--- src/tx_checksum_pkg.sv ---
package tx_checksum_pkg;

	// ==========================================================
	// Register offsets (index on the plain register port)
	localparam logic [7:0] REG_STATUS = 8'h07;
	localparam logic [7:0] REG_CRC_CFG = 8'h12;
	localparam logic [7:0] REG_DRV_CFG = 8'h16;
	localparam logic [7:0] REG_CTRL = 8'h20;

	// ==========================================================
	// Field positions of status and control words
	localparam int STAT_TX_BIT = 4;
	localparam int STAT_RX_BIT = 3;
	localparam int CTRL_START_BIT = 0;
	localparam int CTRL_LOOP_BIT = 1;

	// ==========================================================
	// Reset values
	localparam logic [31:0] CRC_CFG_RESET = 32'h0000_0000;
	localparam logic [31:0] DRV_CFG_RESET = 32'h0000_00FF;

	// ==========================================================
	// Checksum seeds, polynomials and masks
	localparam logic [15:0] SEED_ZERO = 16'h0000;
	localparam logic [15:0] SEED_6363 = 16'h6363;
	localparam logic [15:0] SEED_A671 = 16'hA671;
	localparam logic [15:0] SEED_FFFF = 16'hFFFF;
	localparam logic [15:0] SEED_0012 = 16'h0012;
	localparam logic [15:0] SEED_E012 = 16'hE012;
	localparam logic [2:0] SEL_CUSTOM = 3'h7;
	localparam logic [15:0] CRC16_POLY_REV = 16'h8408;
	localparam logic [15:0] CRC5_POLY_REV = 16'h0012;
	localparam logic [15:0] CRC5_MASK = 16'h001F;
	localparam logic [15:0] LSBYTE_MASK = 16'h00FF;

	// ==========================================================
	// Frame buffer shape
	localparam int FIFO_DEPTH = 32;
	localparam int FIFO_WIDTH = 9;

	// ==========================================================
	// Types
	typedef enum logic [2:0] {
		ST_IDLE = 3'h0,
		ST_WAIT_TX = 3'h1,
		ST_TRANSMIT = 3'h2,
		ST_WAIT_RX = 3'h3,
		ST_WAIT_DATA = 3'h4,
		ST_RECEIVING = 3'h5,
		ST_LOOPBACK = 3'h6
	} seq_state_e;

	typedef enum logic [1:0] {
		PH_DATA = 2'h0,
		PH_CRC_LO = 2'h1,
		PH_CRC_HI = 2'h2,
		PH_DONE = 2'h3
	} tx_phase_e;

	typedef struct packed {
		logic [15:0] presetValue;
		logic [8:0] rsvd;
		logic skipFirst;
		logic [2:0] presetSel;
		logic width5;
		logic invert;
		logic enable;
	} crc_cfg_s;

	typedef struct packed {
		logic [6:0] rsvd;
		logic [2:0] clkTrans;
		logic [2:0] clkMod;
		logic [2:0] clkCarrier;
		logic [7:0] modAmp;
		logic [7:0] carrierAmp;
	} drv_cfg_s;

	typedef struct packed {
		logic last;
		logic [7:0] data;
	} frame_word_s;

endpackage

--- src/tx_checksum.sv ---
// The plain strobed port is this design's own decision.
`timescale 1ns/1ps

// ==========================================================
// Frame byte buffer
module frame_fifo #(
	parameter int WIDTH = 9,
	parameter int DEPTH = 32
) (
	input wire logic ref_clk, // System clock
	input wire logic resetn, // Async reset, active low
	input wire logic [WIDTH-1:0] inData, // Word to store
	input wire logic inValid, // Writer offers a word
	output logic inReady, // Room for a word
	output logic [WIDTH-1:0] outData, // Oldest word
	output logic outValid, // A word is held
	input wire logic outReady // Reader takes the word
);
	localparam int AW = $clog2(DEPTH);

	typedef struct packed {
		logic [DEPTH-1:0][WIDTH-1:0] mem;
		logic [AW-1:0] wPtr;
		logic [AW-1:0] rPtr;
		logic [AW:0] count;
		logic inReady;
		logic outValid;
	} fifo_state_s;

	fifo_state_s q_reg;
	fifo_state_s q_next;
	logic push;
	logic pop;

	// Full and empty kept as flops so both ready and valid are clean
	always_comb begin
		q_next = q_reg;
		push = inValid && q_reg.inReady;
		pop = outReady && q_reg.outValid;
		if (push) begin
			q_next.mem[q_reg.wPtr] = inData;
			q_next.wPtr = q_reg.wPtr + AW'(1);
		end
		if (pop) begin
			q_next.rPtr = q_reg.rPtr + AW'(1);
		end
		q_next.count = q_reg.count + (AW+1)'(push) - (AW+1)'(pop);
		q_next.inReady = q_next.count != (AW+1)'(DEPTH);
		q_next.outValid = q_next.count != '0;
	end

	always_ff @(posedge ref_clk or negedge resetn) begin
		if (!resetn) begin
			q_reg <= '0;
			q_reg.inReady <= 1'b1;
		end else begin
			q_reg <= q_next;
		end
	end

	assign inReady = q_reg.inReady;
	assign outValid = q_reg.outValid;
	assign outData = q_reg.mem[q_reg.rPtr];
endmodule

// ==========================================================
// Transmit checksum, sequencer status and driver-1 settings
module tx_checksum
	import tx_checksum_pkg::*;
(
	input wire logic ref_clk, // System clock, 100 MHz
	input wire logic resetn, // Async reset, active low
	input wire logic [7:0] addr, // Register index
	input wire logic [31:0] wrData, // Write data
	input wire logic wrStrobe, // Write strobe
	input wire logic rdStrobe, // Read strobe
	output logic [31:0] rdData, // Read data, cycle after strobe
	input wire logic [7:0] frameData, // Frame byte from the source
	input wire logic frameLast, // Marks last byte of a frame
	input wire logic frameValid, // Source offers a byte
	output logic frameReady, // Buffer has room
	output logic [7:0] txData, // Byte to the encoder
	output logic txValid, // Byte offered to the encoder
	input wire logic txReady, // Encoder takes the byte
	input wire logic rxSignal, // Decoder sees incoming data (pin)
	output logic [7:0] driver1ModAmp, // Modulated amplitude
	output logic [7:0] driver1CarrierAmp, // Carrier amplitude
	output logic [2:0] driver1ClkTrans, // Clock mode in transitions
	output logic [2:0] driver1ClkMod, // Clock mode, modulated wave
	output logic [2:0] driver1ClkCarrier // Clock mode, carrier wave
);
	typedef struct packed {
		logic rxMeta;
		logic rxSync;
		seq_state_e state;
		tx_phase_e phase;
		logic firstByte;
		logic [15:0] crc;
		crc_cfg_s crcCfg;
		drv_cfg_s drvCfg;
		logic loopback;
		logic [7:0] txData;
		logic txValid;
		logic [31:0] rdData;
	} top_state_s;

	top_state_s q_reg;
	top_state_s q_next;
	frame_word_s fifoIn;
	frame_word_s fifoOut;
	logic fifoValid;
	logic pop;
	logic canLoad;
	logic startHit;
	logic isTx;
	logic isRx;
	logic [15:0] crcOut;

	// reflected polynomial
	// One byte through the checksum, LSB first; 5-bit keeps the low bits
	function automatic logic [15:0] crc_byte(input logic [15:0] c, input logic [7:0] d,
			input logic w5);
		logic [15:0] r;
		logic fb;
		r = c;
		for (int i = 0; i < 8; i++) begin
			fb = r[0] ^ d[i];
			r = r >> 1;
			if (fb) begin
				r = r ^ (w5 ? CRC5_POLY_REV : CRC16_POLY_REV);
			end
			if (w5) begin
				r = r & CRC5_MASK;
			end
		end
		return r;
	endfunction

	// fixed seeds
	// Seed decode; reserved code 110b falls back to zero
	function automatic logic [15:0] seed_value(input crc_cfg_s cfg);
		logic [15:0] s;
		case (cfg.presetSel)
			3'h1: s = SEED_6363;
			3'h2: s = SEED_A671;
			3'h3: s = SEED_FFFF;
			3'h4: s = SEED_0012;
			3'h5: s = SEED_E012;
			SEL_CUSTOM: s = cfg.presetValue;
			default: s = SEED_ZERO;
		endcase
		if (cfg.width5) begin
			s = s & LSBYTE_MASK;
		end
		return s;
	endfunction

	assign fifoIn.data = frameData;
	assign fifoIn.last = frameLast;

	frame_fifo #(
		.WIDTH(FIFO_WIDTH),
		.DEPTH(FIFO_DEPTH)
	) u_fifo (
		.ref_clk(ref_clk),
		.resetn(resetn),
		.inData(fifoIn),
		.inValid(frameValid),
		.inReady(frameReady),
		.outData(fifoOut),
		.outValid(fifoValid),
		.outReady(pop)
	);

	// ==========================================================
	// Next-state logic
	always_comb begin
		q_next = q_reg;
		pop = 1'b0;
		// Second flop is the only reader of the first
		q_next.rxMeta = rxSignal;
		q_next.rxSync = q_reg.rxMeta;
		isTx = q_reg.state == ST_TRANSMIT;
		isRx = q_reg.state == ST_RECEIVING;
		startHit = wrStrobe && addr == REG_CTRL && wrData[CTRL_START_BIT]
			&& q_reg.state == ST_IDLE;
		canLoad = !q_reg.txValid || txReady;
		crcOut = q_reg.crcCfg.invert ? ~q_reg.crc : q_reg.crc;

		// Register writes; reserved bits are forced back to zero
		if (wrStrobe) begin
			case (addr)
				REG_CRC_CFG: begin
					q_next.crcCfg = crc_cfg_s'(wrData);
					q_next.crcCfg.rsvd = '0;
				end
				REG_DRV_CFG: begin
					q_next.drvCfg = drv_cfg_s'(wrData);
					q_next.drvCfg.rsvd = '0;
				end
				REG_CTRL: q_next.loopback = wrData[CTRL_LOOP_BIT];
				default: ;
			endcase
		end

		// Read data stands one cycle only; unmapped reads give zero
		q_next.rdData = '0;
		if (rdStrobe) begin
			case (addr)
				REG_STATUS: begin
					q_next.rdData[2:0] = q_reg.state;
					q_next.rdData[STAT_RX_BIT] = isRx;
					q_next.rdData[STAT_TX_BIT] = isTx;
				end
				REG_CRC_CFG: q_next.rdData = q_reg.crcCfg;
				REG_DRV_CFG: q_next.rdData = q_reg.drvCfg;
				REG_CTRL: q_next.rdData[CTRL_LOOP_BIT] = q_reg.loopback;
				default: ;
			endcase
		end

		// Encoder handshake: an accepted byte frees the output slot
		if (q_reg.txValid && txReady) begin
			q_next.txValid = 1'b0;
		end

		// Transceive sequencer
		unique case (q_reg.state)
			ST_IDLE: begin
				if (startHit) begin
					q_next.state = ST_WAIT_TX;
					q_next.phase = PH_DATA;
					q_next.firstByte = 1'b1;
					q_next.crc = seed_value(q_reg.crcCfg);
				end
			end
			ST_WAIT_TX: begin
				if (fifoValid) begin
					q_next.state = ST_TRANSMIT;
				end
			end
			ST_TRANSMIT: begin
				unique case (q_reg.phase)
					PH_DATA: begin
						if (canLoad && fifoValid) begin
							pop = 1'b1;
							q_next.txData = fifoOut.data;
							q_next.txValid = 1'b1;
							q_next.firstByte = 1'b0;
							if (!(q_reg.crcCfg.skipFirst && q_reg.firstByte)) begin
								q_next.crc = crc_byte(q_reg.crc, fifoOut.data,
									q_reg.crcCfg.width5);
							end
							if (fifoOut.last) begin
								q_next.phase = q_reg.crcCfg.enable ? PH_CRC_LO : PH_DONE;
							end
						end
					end
					// width picks one or two bytes
					PH_CRC_LO: begin
						if (canLoad) begin
							q_next.txValid = 1'b1;
							q_next.txData = q_reg.crcCfg.width5 ? {3'h0, crcOut[4:0]}
								: crcOut[7:0];
							q_next.phase = q_reg.crcCfg.width5 ? PH_DONE : PH_CRC_HI;
						end
					end
					PH_CRC_HI: begin
						if (canLoad) begin
							q_next.txValid = 1'b1;
							q_next.txData = crcOut[15:8];
							q_next.phase = PH_DONE;
						end
					end
					PH_DONE: begin
						if (canLoad) begin
							q_next.state = q_reg.loopback ? ST_LOOPBACK : ST_WAIT_RX;
						end
					end
				endcase
			end
			ST_WAIT_RX: q_next.state = ST_WAIT_DATA;
			ST_WAIT_DATA: begin
				if (q_reg.rxSync) begin
					q_next.state = ST_RECEIVING;
				end
			end
			ST_RECEIVING: begin
				if (!q_reg.rxSync) begin
					q_next.state = ST_IDLE;
				end
			end
			ST_LOOPBACK: q_next.state = ST_IDLE;
			default: q_next.state = ST_IDLE;
		endcase
	end

	// ==========================================================
	// State register
	always_ff @(posedge ref_clk or negedge resetn) begin
		if (!resetn) begin
			q_reg <= '0;
			q_reg.crcCfg <= crc_cfg_s'(CRC_CFG_RESET);
			q_reg.drvCfg <= drv_cfg_s'(DRV_CFG_RESET);
		end else begin
			q_reg <= q_next;
		end
	end

	assign rdData = q_reg.rdData;
	assign txData = q_reg.txData;
	assign txValid = q_reg.txValid;
	assign driver1ModAmp = q_reg.drvCfg.modAmp;
	assign driver1CarrierAmp = q_reg.drvCfg.carrierAmp;
	assign driver1ClkTrans = q_reg.drvCfg.clkTrans;
	assign driver1ClkMod = q_reg.drvCfg.clkMod;
	assign driver1ClkCarrier = q_reg.drvCfg.clkCarrier;

	logic statusRead;
	logic lastNoAppend;
	logic loLoad16;
	assign statusRead = rdStrobe && addr == REG_STATUS;
	assign lastNoAppend = pop && fifoOut.last && !q_reg.crcCfg.enable;
	assign loLoad16 = q_reg.state == ST_TRANSMIT && q_reg.phase == PH_CRC_LO && canLoad
		&& !q_reg.crcCfg.width5;
endmodule

--- config.mk ---
export PLATFORM = sky130hd
export DESIGN_NAME = tx_checksum
export DESIGN_NICKNAME = d
export VERILOG_FILES = /design/src/tx_checksum_pkg.sv /design/src/tx_checksum.sv
export SDC_FILE = /design/constraint.sdc
export NUM_CORES = 1
export LEC_CHECK = 0
export ABC_CLOCK_PERIOD_IN_PS = 3600
export BUFFER_PORTS_ARGS = -buffer_cell sky130_fd_sc_hd__buf_2
export CORE_ASPECT_RATIO = 0.9
export CORE_UTILIZATION = 35
export DETAILED_ROUTE_END_ITERATION = 12
export GPL_TIMING_DRIVEN = 0
export PLACE_DENSITY = 0.53
export SYNTH_ARGS = -nofsm -noshare
export SYNTH_HDL_FRONTEND = slang
export SYNTH_SLANG_ARGS = --single-unit
--- constraint.sdc ---
create_clock -name ref_clk -period 3.6 [get_ports ref_clk]
set_clock_uncertainty 0.2 [all_clocks]
set_input_delay 0.54 -clock ref_clk [delete_from_list [all_inputs] [get_ports ref_clk]]
set_output_delay 0.54 -clock ref_clk [all_outputs]
set_load 0.01 [all_outputs]
# Word-level counts from Yosys, hierarchy flattened
# Cells that the tools add are included.
[word_totals] register_bits=420 wordCells=228
[op_classes] add_sub_neg=4 order_cmp=3 n_eq_ne=36 bitwise_logic=17 n_mux=86 n_reduce_logical=24
[op_table] operator="16-bit 2-to-1 mux" count=48
[op_table] operator="288-bit bitwise mux" count=1
[op_table] operator="15-bit by 16-bit XOR with 16-bit output" count=8
[op_table] operator="16-bit one-hot mux with 6 select lines" count=1
[op_table] operator="27-bit one-hot mux with 2 select lines" count=1
[op_table] operator="9-bit binary-select mux with 5-bit select" count=1
[op_table] operator="9-bit demux with 5-bit select" count=1
[op_table] operator="9-bit 2-to-1 mux" count=5
[op_table] operator="19-bit one-hot mux with 2 select lines" count=1
[op_table] operator="32-bit 2-to-1 mux" count=1
[op_table] operator="9-bit one-hot mux with 3 select lines" count=1
[op_table] operator="22-bit 2-to-1 mux" count=1
[op_table] operator="19-bit 2-to-1 mux" count=1
[op_table] operator="3-bit 2-to-1 mux" count=6
[op_table] operator="3-bit one-hot mux with 6 select lines" count=1
[op_table] operator="17-bit 2-to-1 mux" count=1
[op_table] operator="8-bit by 5-bit == test with 1-bit output (second input constant)" count=2
[op_table] operator="2-bit inequality test (second input constant)" count=8
[op_table] operator="16-bit NOT" count=1
[op_table] operator="3-bit == test (second input constant)" count=5
[op_table] operator="3-bit by 2-bit == test with 1-bit output (second input constant)" count=4
[op_table] operator="5-bit by 6-bit < comparator with 1-bit output (second input constant)" count=2
[op_table] operator="3-bit inequality test (second input constant)" count=4
[op_table] operator="5-bit by 1-bit adder with 5-bit output (second input constant)" count=2
[op_table] operator="other kinds (32)" count=63

# Logic depth before layout (Yosys ltp)
[depth] depth_word=58 ltp_mapped=14

# Cells and area by module
# Synthesis repeated with hierarchy kept, for this count alone.
[hier_totals] hier_cells=1487 hier_area_um2=20133.1
[by_module_without_submodules] mod="frame_fifo" n_inst=1 cells_per_inst=920 area_per_inst_um2=13965.9
[by_module_without_submodules] mod="tx_checksum" n_inst=1 cells_per_inst=567 area_per_inst_um2=6167.2

# Worst setup path after synthesis
# No wires, ideal clock.
[synth_path] path_kind="reg-to-reg" startpoint="register q_reg[125] (netlist name)" endpoint="register u_fifo.q_reg (netlist bit u_fifo.outValid)" path_stages_with_launch=13 setup_ns=0.126 t_arrival_ns=3.002 slack_ns=0.272 n_path_buf=1 t_required_ns=3.274 path_cell_list="dfrtp_1 -> clkbuf_1 -> nor2_1 -> nand2_1 -> nor3_1 -> ha_1 -> inv_1 -> ha_1 -> fa_1 -> xor2_1 -> or3_1 -> nor3_1 -> nand2b_1"
[synth_rtl] element="from (decl)" line="tx_checksum.sv:107" text="top_state_s q_reg;"
[synth_rtl] element="from (signal assigned)" line="tx_checksum.sv:306" text="q_reg <= q_next;"
[synth_rtl] element="to (signal assigned)" line="tx_checksum.sv:57" text="q_reg <= q_next;"
[synth_rtl] element="to (decl)" line="tx_checksum.sv:30" text="fifo_state_s q_reg;"

# Final worst setup path
[layout_path] startpoint="register u_fifo.q_reg[9] (netlist name)" endpoint="register q_reg[109] (netlist name)"
[layout_via] elab_chain_cells=58
[layout_rtl] element="9-bit binary-select mux with 5-bit select *" line="tx_checksum.sv:63" text="assign outData = q_reg.mem[q_reg.rPtr];"
[layout_rtl] element="9-bit 2-to-1 mux (implied by the code) *" line="tx_checksum.sv:63"
[layout_rtl] element="1-bit XOR" line="tx_checksum.sv:127" text="fb = r[0] ^ d[i];"
[layout_rtl] element="16-bit 2-to-1 mux" line="tx_checksum.sv:129" text="if (fb) begin"
[layout_rtl] element="16-bit 2-to-1 mux" line="tx_checksum.sv:132" text="if (w5) begin"
[layout_rtl] element="16-bit 2-to-1 mux" line="tx_checksum.sv:250" text="if (!(q_reg.crcCfg.skipFirst && q_reg.firstByte)) begin"
[layout_rtl] element="16-bit 2-to-1 mux" line="tx_checksum.sv:245" text="if (canLoad && fifoValid) begin"
[layout_rtl] element="16-bit 2-to-1 mux" line="tx_checksum.sv:243" text="unique case (q_reg.phase)"
[layout_rtl] element="(+42 left out)"
[layout_rtl] element="16-bit 2-to-1 mux" line="tx_checksum.sv:228" text="unique case (q_reg.state)"
[layout_rtl] element="15-bit by 16-bit XOR with 16-bit output / 1-bit XOR (equally long branches)" line="tx_checksum.sv:130, tx_checksum.sv:127"
[layout_rtl] element="16-bit 2-to-1 mux *" line="tx_checksum.sv:129"
[layout_rtl] element="16-bit 2-to-1 mux *" line="tx_checksum.sv:132"
[layout_rtl] element="16-bit 2-to-1 mux *" line="tx_checksum.sv:250"
[layout_rtl] element="19-bit 2-to-1 mux *" line="tx_checksum.sv:245"
[layout_rtl] element="17-bit 2-to-1 mux *" line="tx_checksum.sv:243"
[layout_rtl] element="19-bit one-hot mux with 2 select lines *" line="tx_checksum.sv:228"
# Every way passes the cells marked *; elsewhere a longest branch is shown, timed or not. The select of a mux whose other input is x is not followed.
# A chain may end at the register's enable or synchronous reset.

==> summary.txt <==
Global route total overflow: 0
Most Frequent Cell on Critical Path: buf_6
Vias in the first global route: 13809
YS warnings: 0
PD cells: 924.8 mW/mm^2
Share of post-route cells with drive strength above 1: 42.89%
CP max-delay cell: mux4_2
Num rows: 83
Synth unique cells: 85
GP Congestion: 0.8496
Pleak: 11.29 nW
Clock Latency Late Sink: 0.60 ns
Fmax: 282.2 MHz
Design Area, Final: 0.02438 sq mm
Max stage delay on crit path: 0.55 ns
Placed Area: 0.02222 sq mm
Synth top area share: 50.52%
WL/cell: 23.00 um
Critical Path End Type: flop
Initial antenna violation count: 1
Mapped Nets: 1601
CP arrival: 3.80 ns
Status: complete, no violations
Design Power: 22.55 mW
P&R area growth vs syn: 19.78%
Mapped cell area: 0.02036 sq mm
Top delay family on crit path: multiplexers
Slew Viols, Final: 0
Vias: 13495
Final #Nets: 1830
Clock buffer count from CTS: 48
Clock Sinks: 420
Minimum clock period: 3.544 ns
GRT Total Usage: 20.07%
Number of flip-flops in the largest register: 304
I/O Pins: 123
Port Buffer Count: 122
CTS tree: built
Fin. Hold Viols: 0
Synth Register Bits: 420
CP Depth: 10
CP Cell Sequence: buf_6 > buf_6 > buf_6 > mux4_2 > mux4_2 > mux2i_4 > xnor2_2 > xnor2_2 > mux2_4 > o22a_1
Critical Path RT: 3.86 ns
Post-synthesis instance total: 1528
Die ar.: 0.05913 sq mm
DP HPWL: 41160 um
CTS max path bufs: 3
Worst rel slew slack: 37.44%
Area leader, netlist: dfrtp_1
Fillers: 5318
Initial core utilization: 35.58%
Period utilization: 98.44%
Worst path buffer plus inverter count: 3
Most used flip-flop cell after synthesis: dfrtp_1
Peak supply drop: 520.2 uV
Largest net degree at the start of global routing: 122
Endpoints failing setup: 0
Area contributors post-synth: dfrtp_1 (51%), mux2_2 (19%), mux4_2 (5.0%)
# H-tree levels: 2
Total wire length: 58850 um
CP Launch Type: flop
FFs w/ async S/R, synth: 100.0%
Critical path type: reg2reg
Core area: 0.05722 sq mm
Die H: 230.8 um
Crit Path Max Fanout: 10
Clk slew on worst S/H paths: 0.06 ns
Detailed Routing Iterations Pass 1: 5
Worst min-delay path class: in2reg
Seq/Total Area, Yosys: 51.68%
Die W: 256.2 um
RSZ-0062 raised after global routing: false
Reg2Reg Depth: 10
Hold path depth: 2
Initial DRC Count: 915
WHS: 0.03866 ns
Worst Tran Pin Value: 0.9374 ns
DRC Markers: 0
Mapped Avg Cell Area: 13.32 sq um
Vias per cell: 5.274
Routed Antenna Nets: 0
Final Util: 42.61%
Number of flops mapped to enable cells by yosys: 0
First-pass GRT wire length: 89490 um
CTS root buffer: clkbuf_16
Max-cap viol count: 0
[layout by cell type (no fill, tap or decap), drive strengths merged, types with 10 or more instances in the layout]
cell and n:
a21oi 21, a22oi 14, o21ai 49, mux2i 54
dfrtp 411, xnor2 25, nor2b 13, and2 24
nand2 88, nand3 17, inv 22, dlygate4sd3 32
ha 16, nor3 11, clkbuf 136, buf 238
nor2 46, a22o 22, mux4 48, mux2 347
o22ai 10, o221ai 10, and3 10
[power by group]
part           total (mW)  switching, mW  internal, mW  leakage (nW)
Sequential           7.38          0.944          6.44          5.46
Combinational        10.3           5.11          5.20          5.08
Clock                4.86           2.00          2.85         0.759
[final cells by class]
| class | instances | area [sq um] | share of cell area (%) |
|---|---|---|---|
| antenna | 1 | 2.502 | 0.01026 |
| sequential | 420 | 10520 | 43.15 |
| timing repair buffer | 179 | 1296 | 5.316 |
| multi-input combinational | 935 | 8970 | 36.78 |
| tap | 765 | 957.2 | 3.925 |
| inverter | 23 | 86.33 | 0.3540 |
| clock inverter | 9 | 128.9 | 0.5285 |
| buffer | 150 | 999.7 | 4.100 |
| clock buffer | 77 | 1421 | 5.829 |
[metrics by stage]
| step | std cells | TNS, ns | setup slack [ns] |
|---|---|---|---|
| 6_report | 2559 | 0 | 0.05624 |
| 5_1_grt | 2559 | 0 | 0.002984 |
| 4_1_cts | 2553 | -0.02237 | -0.02237 |
| 3_5_place_dp | 2429 | -11.27 | -0.9090 |
| 3_3_place_gp | 2415 | -2819.79 | -6.796 |
| 2_1_floorplan | 1528 | 0 | 0.2719 |
[cells by family (layout without fill, tap and decap cells)]
family                     count (synthesis)  after routing  share of synthesized area (%)
other                                      0              1                              0
DFF                                      420            420                          51.68
muxes                                    449            449                          27.30
buffers and inverters                    173            438                          5.169
AOI/OAI and AO/OA                        185            185                          6.601
and+or+nand+nor                          249            249                          6.103
adders and majority gates                 17             17                          1.082
xor gates and xnor gates                  35             35                          2.065
[final timing paths]
| kind | end | slack, ns | startpoint |
|---|---|---|---|
| setup / recovery | q_reg[109] | 0.06 | u_fifo.q_reg[9] |
| hold / removal | q_reg[76] | 0.04 | wrData[2] |
| setup reg to reg | q_reg[109] | 0.06 | u_fifo.q_reg[9] |
| hold reg to reg | q_reg[128] | 0.15 | q_next[128] |
| max in group asynchronous | driver1ModAmp[6] | 0.91 | resetn |
| min in group asynchronous | u_fifo.q_reg[290] | 0.29 | resetn |
[worst reg2reg max path, delay by kind of cell (launching register included)]
kind / cells / cell delay [ns]
XOR/XNOR: 2 / 0.40
multiplexers: 4 / 1.49
AO/OA/AOI/OAI: 1 / 0.17
flip-flops: 1 / 0.45
buffers and inverters: 3 / 0.71
[synth_stat cells, types with 16 or more instances]
cell	count
a22o_1	22
nand2_1	87
dfrtp_1	411
mux2i_1	53
buf_4	72
clkbuf_1	58
nand3_1	16
mux4_2	45
a21oi_1	20
inv_1	20
ha_1	16
and2_1	24
mux2_2	346
nor2_1	46
o21ai_0	37
xnor2_1	19
[timing repair]
| action | 4_1_cts | 5_1_grt |
|---|---|---|
| pin swaps | 4 | 5 |
| setup buffers | 6 | 5 |
| hold buffers | 32 | 0 |
| resized for setup | 20 | 21 |
| endpoints found under the setup margin | 24 | 13 |
| hold endpoints to repair | 108 | 0 |
[per-layer routing]
layer	global-route usage [%]	up-vias	share of wire, %
met5	0	-	0
met4	5.782	0	2.5
met3	2.635	84	4.4
met2	31.91	322	47
met1	28.59	7121	46
li1	-	5968	-
Power figures use the tool's default switching activity.
